===== config.mk =====
export PLATFORM = sky130hd
export DESIGN_NAME = csc_core
export DESIGN_NICKNAME = d
export VERILOG_FILES = /design/src/csc_pkg.sv /design/src/csc_bus_cycle.sv /design/src/csc_core.sv
export SDC_FILE = /design/constraint.sdc
export NUM_CORES = 1
export LEC_CHECK = 0
export BUFFER_PORTS_ARGS = -buffer_cell sky130_fd_sc_hd__buf_2
export CAP_MARGIN = 20
export CORE_MARGIN = 5
export CORE_UTILIZATION = 60
export DETAILED_ROUTE_END_ITERATION = 8
export GPL_TIMING_DRIVEN = 1
export PLACE_DENSITY_LB_ADDON = 0.12
export SLEW_MARGIN = 20
export SYNTH_ARGS = -nofsm -noshare
export SYNTH_HDL_FRONTEND = slang
export SYNTH_SLANG_ARGS = --single-unit

===== constraint.sdc =====
create_clock -name i_ref_clk -period 3.8 [get_ports i_ref_clk]
set_clock_uncertainty 0.2 [all_clocks]
set_input_delay 0.19 -clock i_ref_clk [delete_from_list [all_inputs] [get_ports i_ref_clk]]
set_output_delay 0.19 -clock i_ref_clk [all_outputs]
set_load 0.05 [all_outputs]

===== src/csc_pkg.sv =====
package csc_pkg;

  // ----------------------------------------------------------------
  // Instruction opcodes (upper byte of the instruction word)
  // ----------------------------------------------------------------
  localparam logic [7:0] OP_NO_OPERATION = 8'h00;
  localparam logic [7:0] OP_SLEEP = 8'h01;
  localparam logic [7:0] OP_FLAG_STORE = 8'h02;
  localparam logic [7:0] OP_FLAG_LOAD_REG = 8'h03;
  localparam logic [7:0] OP_FLAG_OR = 8'h04;
  localparam logic [7:0] OP_FLAG_XOR = 8'h05;
  localparam logic [7:0] OP_FLAG_AND = 8'h06;
  localparam logic [7:0] OP_FLAG_LOAD_IMM = 8'h07;
  localparam logic [7:0] OP_EXC_RETURN = 8'h56;
  localparam logic [7:0] OP_BLOCK_COPY = 8'h7b;

  // ----------------------------------------------------------------
  // Architectural constants
  // ----------------------------------------------------------------
  localparam logic [15:0] PC_STEP = 16'h0002;
  localparam logic [15:0] WORD_STEP = 16'h0002;
  localparam logic [15:0] BYTE_STEP = 16'h0001;
  localparam logic [7:0] COUNT_STEP = 8'h01;
  localparam logic [15:0] VEC_RESET = 16'h0000;
  localparam int FLAG_MASK_BIT = 7;
  localparam logic [2:0] IDX_STACK = 3'h7;
  localparam logic [2:0] IDX_SRC = 3'h5;
  localparam logic [2:0] IDX_DST = 3'h6;
  localparam logic [2:0] IDX_CNT = 3'h4;

  // ----------------------------------------------------------------
  // Internal bus map and cycle lengths
  // ----------------------------------------------------------------
  localparam logic [15:0] IO_BASE = 16'hff80;
  localparam logic [15:0] SLOW0_LO = 16'hff98;
  localparam logic [15:0] SLOW0_HI = 16'hff9f;
  localparam logic [15:0] SLOW1_LO = 16'hffa8;
  localparam logic [15:0] SLOW1_HI = 16'hffaf;
  localparam logic [1:0] STATES_FAST = 2'h2;
  localparam logic [1:0] STATES_SLOW = 2'h3;
  localparam logic [1:0] STATE_FIRST = 2'h1;

  // ----------------------------------------------------------------
  // Types
  // ----------------------------------------------------------------
  typedef enum logic [1:0] {
    CPU_RESET, CPU_EXEC, CPU_HALT, CPU_EXC
  } csc_cpu_t;

  typedef enum logic [2:0] {
    HALT_SLEEP_HI, HALT_SLEEP_MED, HALT_STANDBY, HALT_WATCH, HALT_SUBSLEEP
  } csc_halt_t;

  typedef enum logic [1:0] {
    RUN_ACTIVE_HI, RUN_ACTIVE_MED, RUN_SUBACTIVE
  } csc_run_t;

  typedef enum logic [3:0] {
    ST_FETCH, ST_WAIT, ST_DECODE, ST_NEXT, ST_RET_FLAGS, ST_RET_PC,
    ST_MOV_RD, ST_MOV_WR, ST_MOV_CNT, ST_PUSH_PC, ST_PUSH_CCR,
    ST_VEC, ST_VEC_LD
  } csc_step_t;

  typedef struct packed {
    logic [15:0] addr;
    logic [15:0] wdata;
    logic we;
    logic word;
  } csc_breq_t;

  typedef struct packed {
    logic [15:0] addr;
    logic [15:0] wdata;
    logic rd;
    logic wr;
    logic word;
    logic periph;
  } csc_bus_t;

endpackage


===== src/csc_bus_cycle.sv =====
`timescale 1ns/1ps
`default_nettype none

module csc_bus_cycle (
  // Clock and reset
  input wire logic i_ref_clk,
  input wire logic i_srst,
  // Request from the sequencer
  input wire logic i_start,
  input wire csc_pkg::csc_breq_t i_req,
  output logic o_done,
  output logic [15:0] o_rdata,
  // Internal bus
  input wire logic [15:0] i_rdata,
  output var csc_pkg::csc_bus_t o_bus
);

  typedef struct packed {
    logic active;
    logic [1:0] cnt;
    logic [1:0] len;
    logic done;
    logic [15:0] rdata;
    csc_pkg::csc_bus_t bus;
  } csc_bc_state_t;

  csc_bc_state_t st_r;
  csc_bc_state_t st_nxt;
  logic periph_c;
  logic slow_c;

  assign periph_c = i_req.addr >= csc_pkg::IO_BASE;
  assign slow_c = (i_req.addr >= csc_pkg::SLOW0_LO &&
                   i_req.addr <= csc_pkg::SLOW0_HI) ||
                  (i_req.addr >= csc_pkg::SLOW1_LO &&
                   i_req.addr <= csc_pkg::SLOW1_HI);

  // ----------------------------------------------------------------
  // Cycle sequencing
  // ----------------------------------------------------------------
  always_comb begin
    st_nxt = st_r;
    st_nxt.done = 1'b0;
    if (!st_r.active) begin
      if (i_start) begin
        st_nxt.active = 1'b1;
        st_nxt.cnt = csc_pkg::STATE_FIRST;
        st_nxt.len = slow_c ? csc_pkg::STATES_SLOW
                            : csc_pkg::STATES_FAST; // see RQ11
        // Address, strobe and data all appear in the first state
        st_nxt.bus.addr = i_req.addr; // see RQ20
        st_nxt.bus.wdata = i_req.word ? i_req.wdata
                         : {i_req.wdata[7:0], i_req.wdata[7:0]};
        st_nxt.bus.rd = !i_req.we;
        st_nxt.bus.wr = i_req.we;
        // Peripherals have an 8-bit path, so words are cut to bytes
        st_nxt.bus.word = i_req.word && !periph_c; // see RQ12, RQ13
        st_nxt.bus.periph = periph_c;
      end
    end else if (st_r.cnt == st_r.len) begin
      st_nxt.active = 1'b0;
      st_nxt.done = 1'b1;
      st_nxt.bus.rd = 1'b0;
      st_nxt.bus.wr = 1'b0;
      if (st_r.bus.word) begin
        st_nxt.rdata = i_rdata;
      end else if (st_r.bus.periph || st_r.bus.addr[0]) begin
        st_nxt.rdata = {8'h00, i_rdata[7:0]};
      end else begin
        st_nxt.rdata = {8'h00, i_rdata[15:8]};
      end
    end else begin
      st_nxt.cnt = st_r.cnt + 2'h1;
    end
  end

  always_ff @(posedge i_ref_clk) begin
    if (i_srst) begin
      st_r <= '0;
    end else begin
      st_r <= st_nxt;
    end
  end

  assign o_done = st_r.done;
  assign o_rdata = st_r.rdata;
  assign o_bus = st_r.bus;
endmodule

`default_nettype wire


===== src/csc_core.sv =====
// Functional notes
// RQ1: Exception return pops flags then PC and resumes the interrupted flow.
// RQ2: Power-down instruction moves the CPU into a chosen halt mode.
// RQ3: Flag load writes an immediate or a byte register into the flags.
// RQ4: Flag store copies the flags into a chosen byte register.
// RQ5: Flag AND replaces flags with flags AND immediate.
// RQ6: Flag OR replaces flags with flags OR immediate.
// RQ7: Flag XOR replaces flags with flags XOR immediate.
// RQ8: No-operation only advances the program counter by two.
// RQ9: Block copy moves bytes source to destination, bumping pointers, until zero.
// RQ10: Zero count copies nothing; afterwards the next instruction runs.
// RQ11: One state is one clock; bus cycles last two or three states.
// RQ12: Memory accesses take two states on a 16-bit path, byte or word.
// RQ13: Peripheral accesses take two or three states, byte only.
// RQ14: CPU is in reset, execution, halt or exception handling.
// RQ15: In execution the CPU fetches and executes instructions in order.
// RQ16: Active modes run on system clock, subactive on the subclock.
// RQ17: Halt offers high/medium sleep, standby, watch and subsleep.
// RQ18: Exception state is entered briefly on reset or interrupt.
// RQ19: Interrupt entry pushes PC and flags using the stack pointer.
// RQ20: Address, strobe and data stand from first to last state.
`timescale 1ns/1ps
`default_nettype none

module csc_core (
  // Clock and reset
  input wire logic i_ref_clk,
  input wire logic i_srst,
  // Internal bus
  input wire logic [15:0] i_bus_rdata,
  output var csc_pkg::csc_bus_t o_bus,
  // Interrupt request
  input wire logic i_irq_req,
  input wire logic [15:0] i_irq_vec,
  output logic o_irq_ack,
  // Operating mode
  input wire csc_pkg::csc_run_t i_run_mode,
  input wire csc_pkg::csc_halt_t i_halt_mode,
  output var csc_pkg::csc_cpu_t o_cpu_state,
  output var csc_pkg::csc_halt_t o_halt_mode,
  output logic o_clk_sub
);

  typedef struct packed {
    csc_pkg::csc_cpu_t cpu;
    csc_pkg::csc_step_t step;
    csc_pkg::csc_step_t ret;
    logic [15:0] pc;
    logic [7:0] flags;
    logic [7:0][15:0] regs;
    logic [15:0] vec;
    logic go;
    csc_pkg::csc_breq_t req;
    logic ack;
    csc_pkg::csc_halt_t hmode;
    logic clk_sub;
  } csc_core_state_t;

  csc_core_state_t st_r;
  csc_core_state_t st_nxt;
  logic bus_done;
  logic [15:0] bus_rdata;
  logic irq_take;
  logic [7:0] dop;
  logic [7:0] darg;

  assign irq_take = i_irq_req && !st_r.flags[csc_pkg::FLAG_MASK_BIT];
  assign dop = bus_rdata[15:8];
  assign darg = bus_rdata[7:0];

  function automatic logic [7:0] breg(input logic [7:0][15:0] r,
                                      input logic [3:0] idx);
    breg = idx[3] ? r[idx[2:0]][7:0] : r[idx[2:0]][15:8];
  endfunction

  function automatic csc_pkg::csc_breq_t mk_req(input logic [15:0] a,
                                                input logic [15:0] d,
                                                input logic we,
                                                input logic word);
    mk_req.addr = a;
    mk_req.wdata = d;
    mk_req.we = we;
    mk_req.word = word;
  endfunction

  // ----------------------------------------------------------------
  // Bus cycle unit
  // ----------------------------------------------------------------
  csc_bus_cycle u_bus (
    .i_ref_clk(i_ref_clk),
    .i_srst(i_srst),
    .i_start(st_r.go),
    .i_req(st_r.req),
    .o_done(bus_done),
    .o_rdata(bus_rdata),
    .i_rdata(i_bus_rdata),
    .o_bus(o_bus)
  );

  // ----------------------------------------------------------------
  // Sequencer
  // ----------------------------------------------------------------
  always_comb begin
    st_nxt = st_r;
    st_nxt.go = 1'b0;
    st_nxt.ack = 1'b0;
    unique case (st_r.cpu)
      csc_pkg::CPU_RESET: begin
        // Reset vector fetch runs as a short exception pass
        st_nxt.cpu = csc_pkg::CPU_EXC; // see RQ14, RQ18
        st_nxt.step = csc_pkg::ST_VEC;
        st_nxt.vec = csc_pkg::VEC_RESET;
      end
      csc_pkg::CPU_HALT: begin
        // Only an accepted interrupt ends the halt
        if (irq_take) begin
          st_nxt.cpu = csc_pkg::CPU_EXC; // see RQ18
          st_nxt.step = csc_pkg::ST_PUSH_PC;
          st_nxt.vec = i_irq_vec;
          st_nxt.ack = 1'b1;
        end
      end
      csc_pkg::CPU_EXEC, csc_pkg::CPU_EXC: begin
        unique case (st_r.step)
          csc_pkg::ST_FETCH: begin
            st_nxt.clk_sub = i_run_mode == csc_pkg::RUN_SUBACTIVE; // see RQ16
            st_nxt.req = mk_req(st_r.pc, 16'h0000, 1'b0, 1'b1); // see RQ15
            st_nxt.pc = st_r.pc + csc_pkg::PC_STEP; // see RQ8
            st_nxt.go = 1'b1;
            st_nxt.step = csc_pkg::ST_WAIT;
            st_nxt.ret = csc_pkg::ST_DECODE;
          end
          csc_pkg::ST_WAIT: begin
            if (bus_done) begin
              st_nxt.step = st_r.ret;
            end
          end
          csc_pkg::ST_DECODE: begin
            st_nxt.step = csc_pkg::ST_NEXT;
            case (dop)
              csc_pkg::OP_SLEEP: begin
                st_nxt.cpu = csc_pkg::CPU_HALT; // see RQ2
                st_nxt.hmode = i_halt_mode; // see RQ17
                st_nxt.clk_sub = i_halt_mode == csc_pkg::HALT_SUBSLEEP;
              end
              csc_pkg::OP_FLAG_LOAD_IMM: st_nxt.flags = darg; // see RQ3
              csc_pkg::OP_FLAG_LOAD_REG: begin
                st_nxt.flags = breg(st_r.regs, darg[3:0]); // see RQ3
              end
              csc_pkg::OP_FLAG_STORE: begin
                if (darg[3]) begin
                  st_nxt.regs[darg[2:0]][7:0] = st_r.flags; // see RQ4
                end else begin
                  st_nxt.regs[darg[2:0]][15:8] = st_r.flags; // see RQ4
                end
              end
              csc_pkg::OP_FLAG_AND: begin
                st_nxt.flags = st_r.flags & darg; // see RQ5
              end
              csc_pkg::OP_FLAG_OR: begin
                st_nxt.flags = st_r.flags | darg; // see RQ6
              end
              csc_pkg::OP_FLAG_XOR: begin
                st_nxt.flags = st_r.flags ^ darg; // see RQ7
              end
              csc_pkg::OP_EXC_RETURN: begin
                st_nxt.req = mk_req(st_r.regs[csc_pkg::IDX_STACK], 16'h0000,
                                    1'b0, 1'b1); // see RQ1
                st_nxt.go = 1'b1;
                st_nxt.step = csc_pkg::ST_WAIT;
                st_nxt.ret = csc_pkg::ST_RET_FLAGS;
              end
              csc_pkg::OP_BLOCK_COPY: begin
                // A zero count skips straight to the next instruction
                if (st_r.regs[csc_pkg::IDX_CNT][7:0] != 8'h00) begin
                  st_nxt.step = csc_pkg::ST_MOV_RD; // see RQ9, RQ10
                end
              end
              // Unknown codes behave as no-operation
              default: st_nxt.step = csc_pkg::ST_NEXT; // see RQ8
            endcase
          end
          csc_pkg::ST_RET_FLAGS: begin
            st_nxt.flags = bus_rdata[15:8]; // see RQ1
            st_nxt.regs[csc_pkg::IDX_STACK] =
              st_r.regs[csc_pkg::IDX_STACK] + csc_pkg::WORD_STEP;
            st_nxt.req = mk_req(st_nxt.regs[csc_pkg::IDX_STACK], 16'h0000,
                                1'b0, 1'b1);
            st_nxt.go = 1'b1;
            st_nxt.step = csc_pkg::ST_WAIT;
            st_nxt.ret = csc_pkg::ST_RET_PC;
          end
          csc_pkg::ST_RET_PC: begin
            st_nxt.pc = bus_rdata; // see RQ1
            st_nxt.regs[csc_pkg::IDX_STACK] =
              st_r.regs[csc_pkg::IDX_STACK] + csc_pkg::WORD_STEP;
            st_nxt.step = csc_pkg::ST_NEXT;
          end
          csc_pkg::ST_MOV_RD: begin
            st_nxt.req = mk_req(st_r.regs[csc_pkg::IDX_SRC], 16'h0000,
                                1'b0, 1'b0); // see RQ9
            st_nxt.regs[csc_pkg::IDX_SRC] = st_r.regs[csc_pkg::IDX_SRC] +
                                            csc_pkg::BYTE_STEP;
            st_nxt.go = 1'b1;
            st_nxt.step = csc_pkg::ST_WAIT;
            st_nxt.ret = csc_pkg::ST_MOV_WR;
          end
          csc_pkg::ST_MOV_WR: begin
            st_nxt.req = mk_req(st_r.regs[csc_pkg::IDX_DST], bus_rdata,
                                1'b1, 1'b0); // see RQ9
            st_nxt.go = 1'b1;
            st_nxt.step = csc_pkg::ST_WAIT;
            st_nxt.ret = csc_pkg::ST_MOV_CNT;
          end
          csc_pkg::ST_MOV_CNT: begin
            st_nxt.regs[csc_pkg::IDX_DST] = st_r.regs[csc_pkg::IDX_DST] +
                                            csc_pkg::BYTE_STEP;
            st_nxt.regs[csc_pkg::IDX_CNT][7:0] =
              st_r.regs[csc_pkg::IDX_CNT][7:0] - csc_pkg::COUNT_STEP;
            st_nxt.step = (st_nxt.regs[csc_pkg::IDX_CNT][7:0] == 8'h00)
                        ? csc_pkg::ST_NEXT : csc_pkg::ST_MOV_RD; // see RQ9
          end
          csc_pkg::ST_NEXT: begin
            // Interrupts are only taken between instructions
            if (irq_take) begin
              st_nxt.cpu = csc_pkg::CPU_EXC; // see RQ18
              st_nxt.step = csc_pkg::ST_PUSH_PC;
              st_nxt.vec = i_irq_vec;
              st_nxt.ack = 1'b1;
            end else begin
              st_nxt.step = csc_pkg::ST_FETCH; // see RQ10, RQ15
            end
          end
          csc_pkg::ST_PUSH_PC: begin
            st_nxt.regs[csc_pkg::IDX_STACK] =
              st_r.regs[csc_pkg::IDX_STACK] - csc_pkg::WORD_STEP;
            st_nxt.req = mk_req(st_nxt.regs[csc_pkg::IDX_STACK], st_r.pc,
                                1'b1, 1'b1); // see RQ19
            st_nxt.go = 1'b1;
            st_nxt.step = csc_pkg::ST_WAIT;
            st_nxt.ret = csc_pkg::ST_PUSH_CCR;
          end
          csc_pkg::ST_PUSH_CCR: begin
            // Flags go in both bytes so the pop reads the upper lane
            st_nxt.regs[csc_pkg::IDX_STACK] =
              st_r.regs[csc_pkg::IDX_STACK] - csc_pkg::WORD_STEP;
            st_nxt.req = mk_req(st_nxt.regs[csc_pkg::IDX_STACK],
                                {st_r.flags, st_r.flags},
                                1'b1, 1'b1); // see RQ19
            st_nxt.go = 1'b1;
            st_nxt.step = csc_pkg::ST_WAIT;
            st_nxt.ret = csc_pkg::ST_VEC;
          end
          csc_pkg::ST_VEC: begin
            st_nxt.flags[csc_pkg::FLAG_MASK_BIT] = 1'b1;
            st_nxt.req = mk_req(st_r.vec, 16'h0000, 1'b0, 1'b1);
            st_nxt.go = 1'b1;
            st_nxt.step = csc_pkg::ST_WAIT;
            st_nxt.ret = csc_pkg::ST_VEC_LD;
          end
          csc_pkg::ST_VEC_LD: begin
            st_nxt.pc = bus_rdata;
            st_nxt.cpu = csc_pkg::CPU_EXEC; // see RQ18
            st_nxt.step = csc_pkg::ST_FETCH;
          end
          default: st_nxt.step = csc_pkg::ST_FETCH;
        endcase
      end
    endcase
  end

  always_ff @(posedge i_ref_clk) begin
    if (i_srst) begin
      st_r <= '0; // see RQ14
    end else begin
      st_r <= st_nxt;
    end
  end

  assign o_irq_ack = st_r.ack;
  assign o_cpu_state = st_r.cpu;
  assign o_halt_mode = st_r.hmode;
  assign o_clk_sub = st_r.clk_sub;

  logic dec;
  assign dec = st_r.cpu == csc_pkg::CPU_EXEC &&
               st_r.step == csc_pkg::ST_DECODE;
endmodule

`default_nettype wire


==> impl_metrics.toml <==
[sta]
relSlewSlack_pct = 14.9
max_freq_ghz = 0.299
setup_violations = 0
tightest_slew_ns = 1.28
hold_violations = 0
final.setup.tns_ns = 0
finalCritPeriodShare_pct = 87.9
slew_viol_final = 0
final.min_clock_period_ns = 3.34
rsz0062_at_grt = "no"

[route]
avgRoutedWirePerCell_um = 24.7
drt_wl_total_um = 58700
via_per_inst = 6.85
drc = 0
drt_iter0_markers = 2313
antenna_left = 0
dr.pass1.iters = 9
vias = 16300

[placed_design]
place.gp.congestion = 1.04
dp_cells = 2284
hpwl_um = 40300
port_buffers = 82

[final_layout]
num_antenna_cells = 0
fillerInstances = 2245
drive_gt1_share_pct = 13.2
area_growth_pct = 10.3
stdcell_count = 2379
nets = 2081
postLayoutCoreUtil_pct = 67.0

[min_path]
hp-class = "input pin to register"

[die]
chipHeight_um = 175
dieArea_um2 = 30500
core_um2 = 26800
start_util_pct = 60.7
boundaryPins = 83
die_w_um = 175
fp-row-count = 60

[clock_tree]
cts_made_buffers = 29
cts_tree = "yes"
cts_root_buf = "clkbuf_16"
clkTransAtPathRegs_ns = 0.06
clock_sinks = 276
cts_resized = 0
clockBufferDepth = 3
insertion_delay_ns = 0.56
h-tree-depth = 1

[critical_path]
cp_num_cells = 5
criticalPathCategory = "register to register"
r2r_setup_slack_ns = 0.46
arrival_ns = 3.63
crit_path_frequent_cell = "dlygate4sd3_1"
crit_start = "st_r[215]"
crit_family = "buffers and inverters"
worstPathRequired_ns = 4.09
path_cells = "or4b_1 > nand3b_1 > dlygate4sd3_1 > a311oi_1 > dlygate4sd3_1"
cp-end-kind = "register"
worstReg2RegEnd = "o_clk_sub"
ff2ff_path_depth = 5
crit_fanout = 25
cpPeakStageDelay_ns = 0.95
crit_path_top_delay_cell = "dfxtp_1"
path_buf_inv = 2
r2r_start = "st_r[215]"
cp-start-kind = "register"
crit_end = "o_clk_sub"

[synthesis]
synth_seq_area_share_pct = 34.0
yosys.area.top_type = "dfxtp_1"
synthXorXnorAreaFrac_pct = 1.56
synthArstFlopShare_pct = 0
synth.distinct_cells = 93
ys.flop_type = "dfxtp_1"
synthAdderAreaFrac_pct = 1.85
yosysMostFrequentCell = "dfxtp_1"
muxShareOfSynthArea_pct = 7.85
avgSynthCellArea_um2 = 8.04
ys_top_cells_by_area = "dfxtp_1, mux2i_1, nor2_1"
netlist_area_um2 = 16300
synth-simple-area-share_pct = 22.2
synth_compound_area_share_pct = 24.5
synth_common_cells = "dfxtp_1, nor2_1, nand2_1"
ys_ff_latch = 276
synth_top_family_by_area = "compound AO/OA/AOI/OAI gates"
ys_warn_count = 0
synth_top_area_share_pct = 34.0
netlist_instances = 2023
syn-num-nets = 2087
synth_edf_count = 0

[power]
power_density_nw_per_um2 = 427
ir_drop_mv = 0.382
p_leak_nw = 6.35

[grt]
grt_pass1_wl_um = 89100
grt_max_degree = 194
grt.total_usage_pct = 36.7
antenna_found_initial = 2
grt_pass1_vias = 14900
overflow = 0

[status]
status = "finished clean"

[run]
maxCapViolCount = 0
## worst min path at each step
stage,from,to,slack [ns],depth (start not counted)
2_1_floorplan,i_irq_vec[0],st_r[40],0.13,2
3_3_place_gp,i_irq_vec[9],st_r[49],0.22,3
3_5_place_dp,i_irq_vec[0],st_r[40],0.23,3
4_1_cts,i_irq_vec[14],st_r[54],0.18,4
5_1_grt,i_irq_vec[2],st_r[42],0.25,4
6_report,i_irq_vec[14],st_r[54],0.20,4
## tightest hold or removal path, stage by stage
cell           delay, ns
dlygate4sd3_1       0.52
buf_2               0.09
o22ai_1             0.05
nor2_1              0.07
## metal layers
metal / wire length [um] / vias up / GRT usage (%)
li1: - / 7417 / -
met1: 22500 / 7639 / 48.3
met2: 26200 / 1028 / 58.3
met3: 6330 / 205 / 6.19
met4: 3670 / 0 / 19.2
met5: 0 / - / 0
## cell type report
class / instances / area (um^2) / area share, %
Clock buffer: 36 / 772 / 4.30
Sequential cell: 276 / 5530 / 30.8
Multi-Input combinational cell: 1478 / 9510 / 53.0
Clock inverter: 16 / 198 / 1.10
Tap cell: 341 / 427 / 2.38
Timing Repair Buffer: 187 / 1340 / 7.47
Inverter: 45 / 169 / 0.941
## state kept, by name, indices dropped and copies added (netlist names)
| signal | count |
|---|---|
| o_clk_sub | 1 |
| o_cpu_state | 2 |
| o_halt_mode | 3 |
| o_irq_ack | 1 |
| st_r | 211 |
| u_bus.o_bus | 36 |
| u_bus.o_done | 1 |
| u_bus.o_rdata | 16 |
| u_bus.st_r | 5 |
## through the flow
| stage | hold WS, ns | instance area [um^2] | setup WS [ns] | power (mW) |
|---|---|---|---|---|
| after floorplan | 0.133 | 16300 | 1.22 | 4.33 |
| after global placement | 0.220 | 16500 | 0.764 | 4.70 |
| after detailed placement | 0.228 | 16500 | 0.704 | 4.71 |
| after CTS | 0.184 | 17900 | 0.553 | 7.64 |
| after global routing | 0.247 | 17900 | 0.313 | 7.93 |
| final | 0.204 | 17900 | 0.460 | 7.67 |
## what timing repair did
action,4_1_cts,5_1_grt
setup buffers,0,0
hold endpoints to repair,84,0
hold buffers,43,0
## layout by cell type, fill, tap and decap left out, drive strengths merged, types with 16 or more instances in the layout
| cell | instances |
|---|---|
| a22oi | 33 |
| o22ai | 32 |
| clkbuf | 37 |
| xnor2 | 16 |
| buf | 143 |
| o32ai | 18 |
| nor2b | 24 |
| inv | 44 |
| mux2i | 86 |
| a211oi | 75 |
| nand4 | 28 |
| and3 | 18 |
| ha | 24 |
| dlygate4sd3 | 43 |
| nor2 | 229 |
| nor3 | 57 |
| a222oi | 19 |
| a221oi | 25 |
| a21oi | 162 |
| a31oi | 27 |
| dfxtp | 276 |
| nand2 | 209 |
| o21ai | 73 |
| nand3 | 80 |
## cell families after synthesis
family	Yosys count
AO/OA/AOI/OAI	579
XOR/XNOR	29
adder cells (fa/ha/maj)	24
buffers and inverters	269
flip-flops	276
multiplexers	110
AND/OR/NAND/NOR	736
## power breakdown
| group | total, mW | internal [mW] | switching [mW] | leakage, nW |
|---|---|---|---|---|
| Clock | 2.93 | 1.71 | 1.22 | 0.466 |
| Sequential | 3.30 | 3.04 | 0.259 | 2.24 |
| Combinational | 1.44 | 0.534 | 0.908 | 3.65 |
No activity file was read; power rests on OpenSTA's default activity.
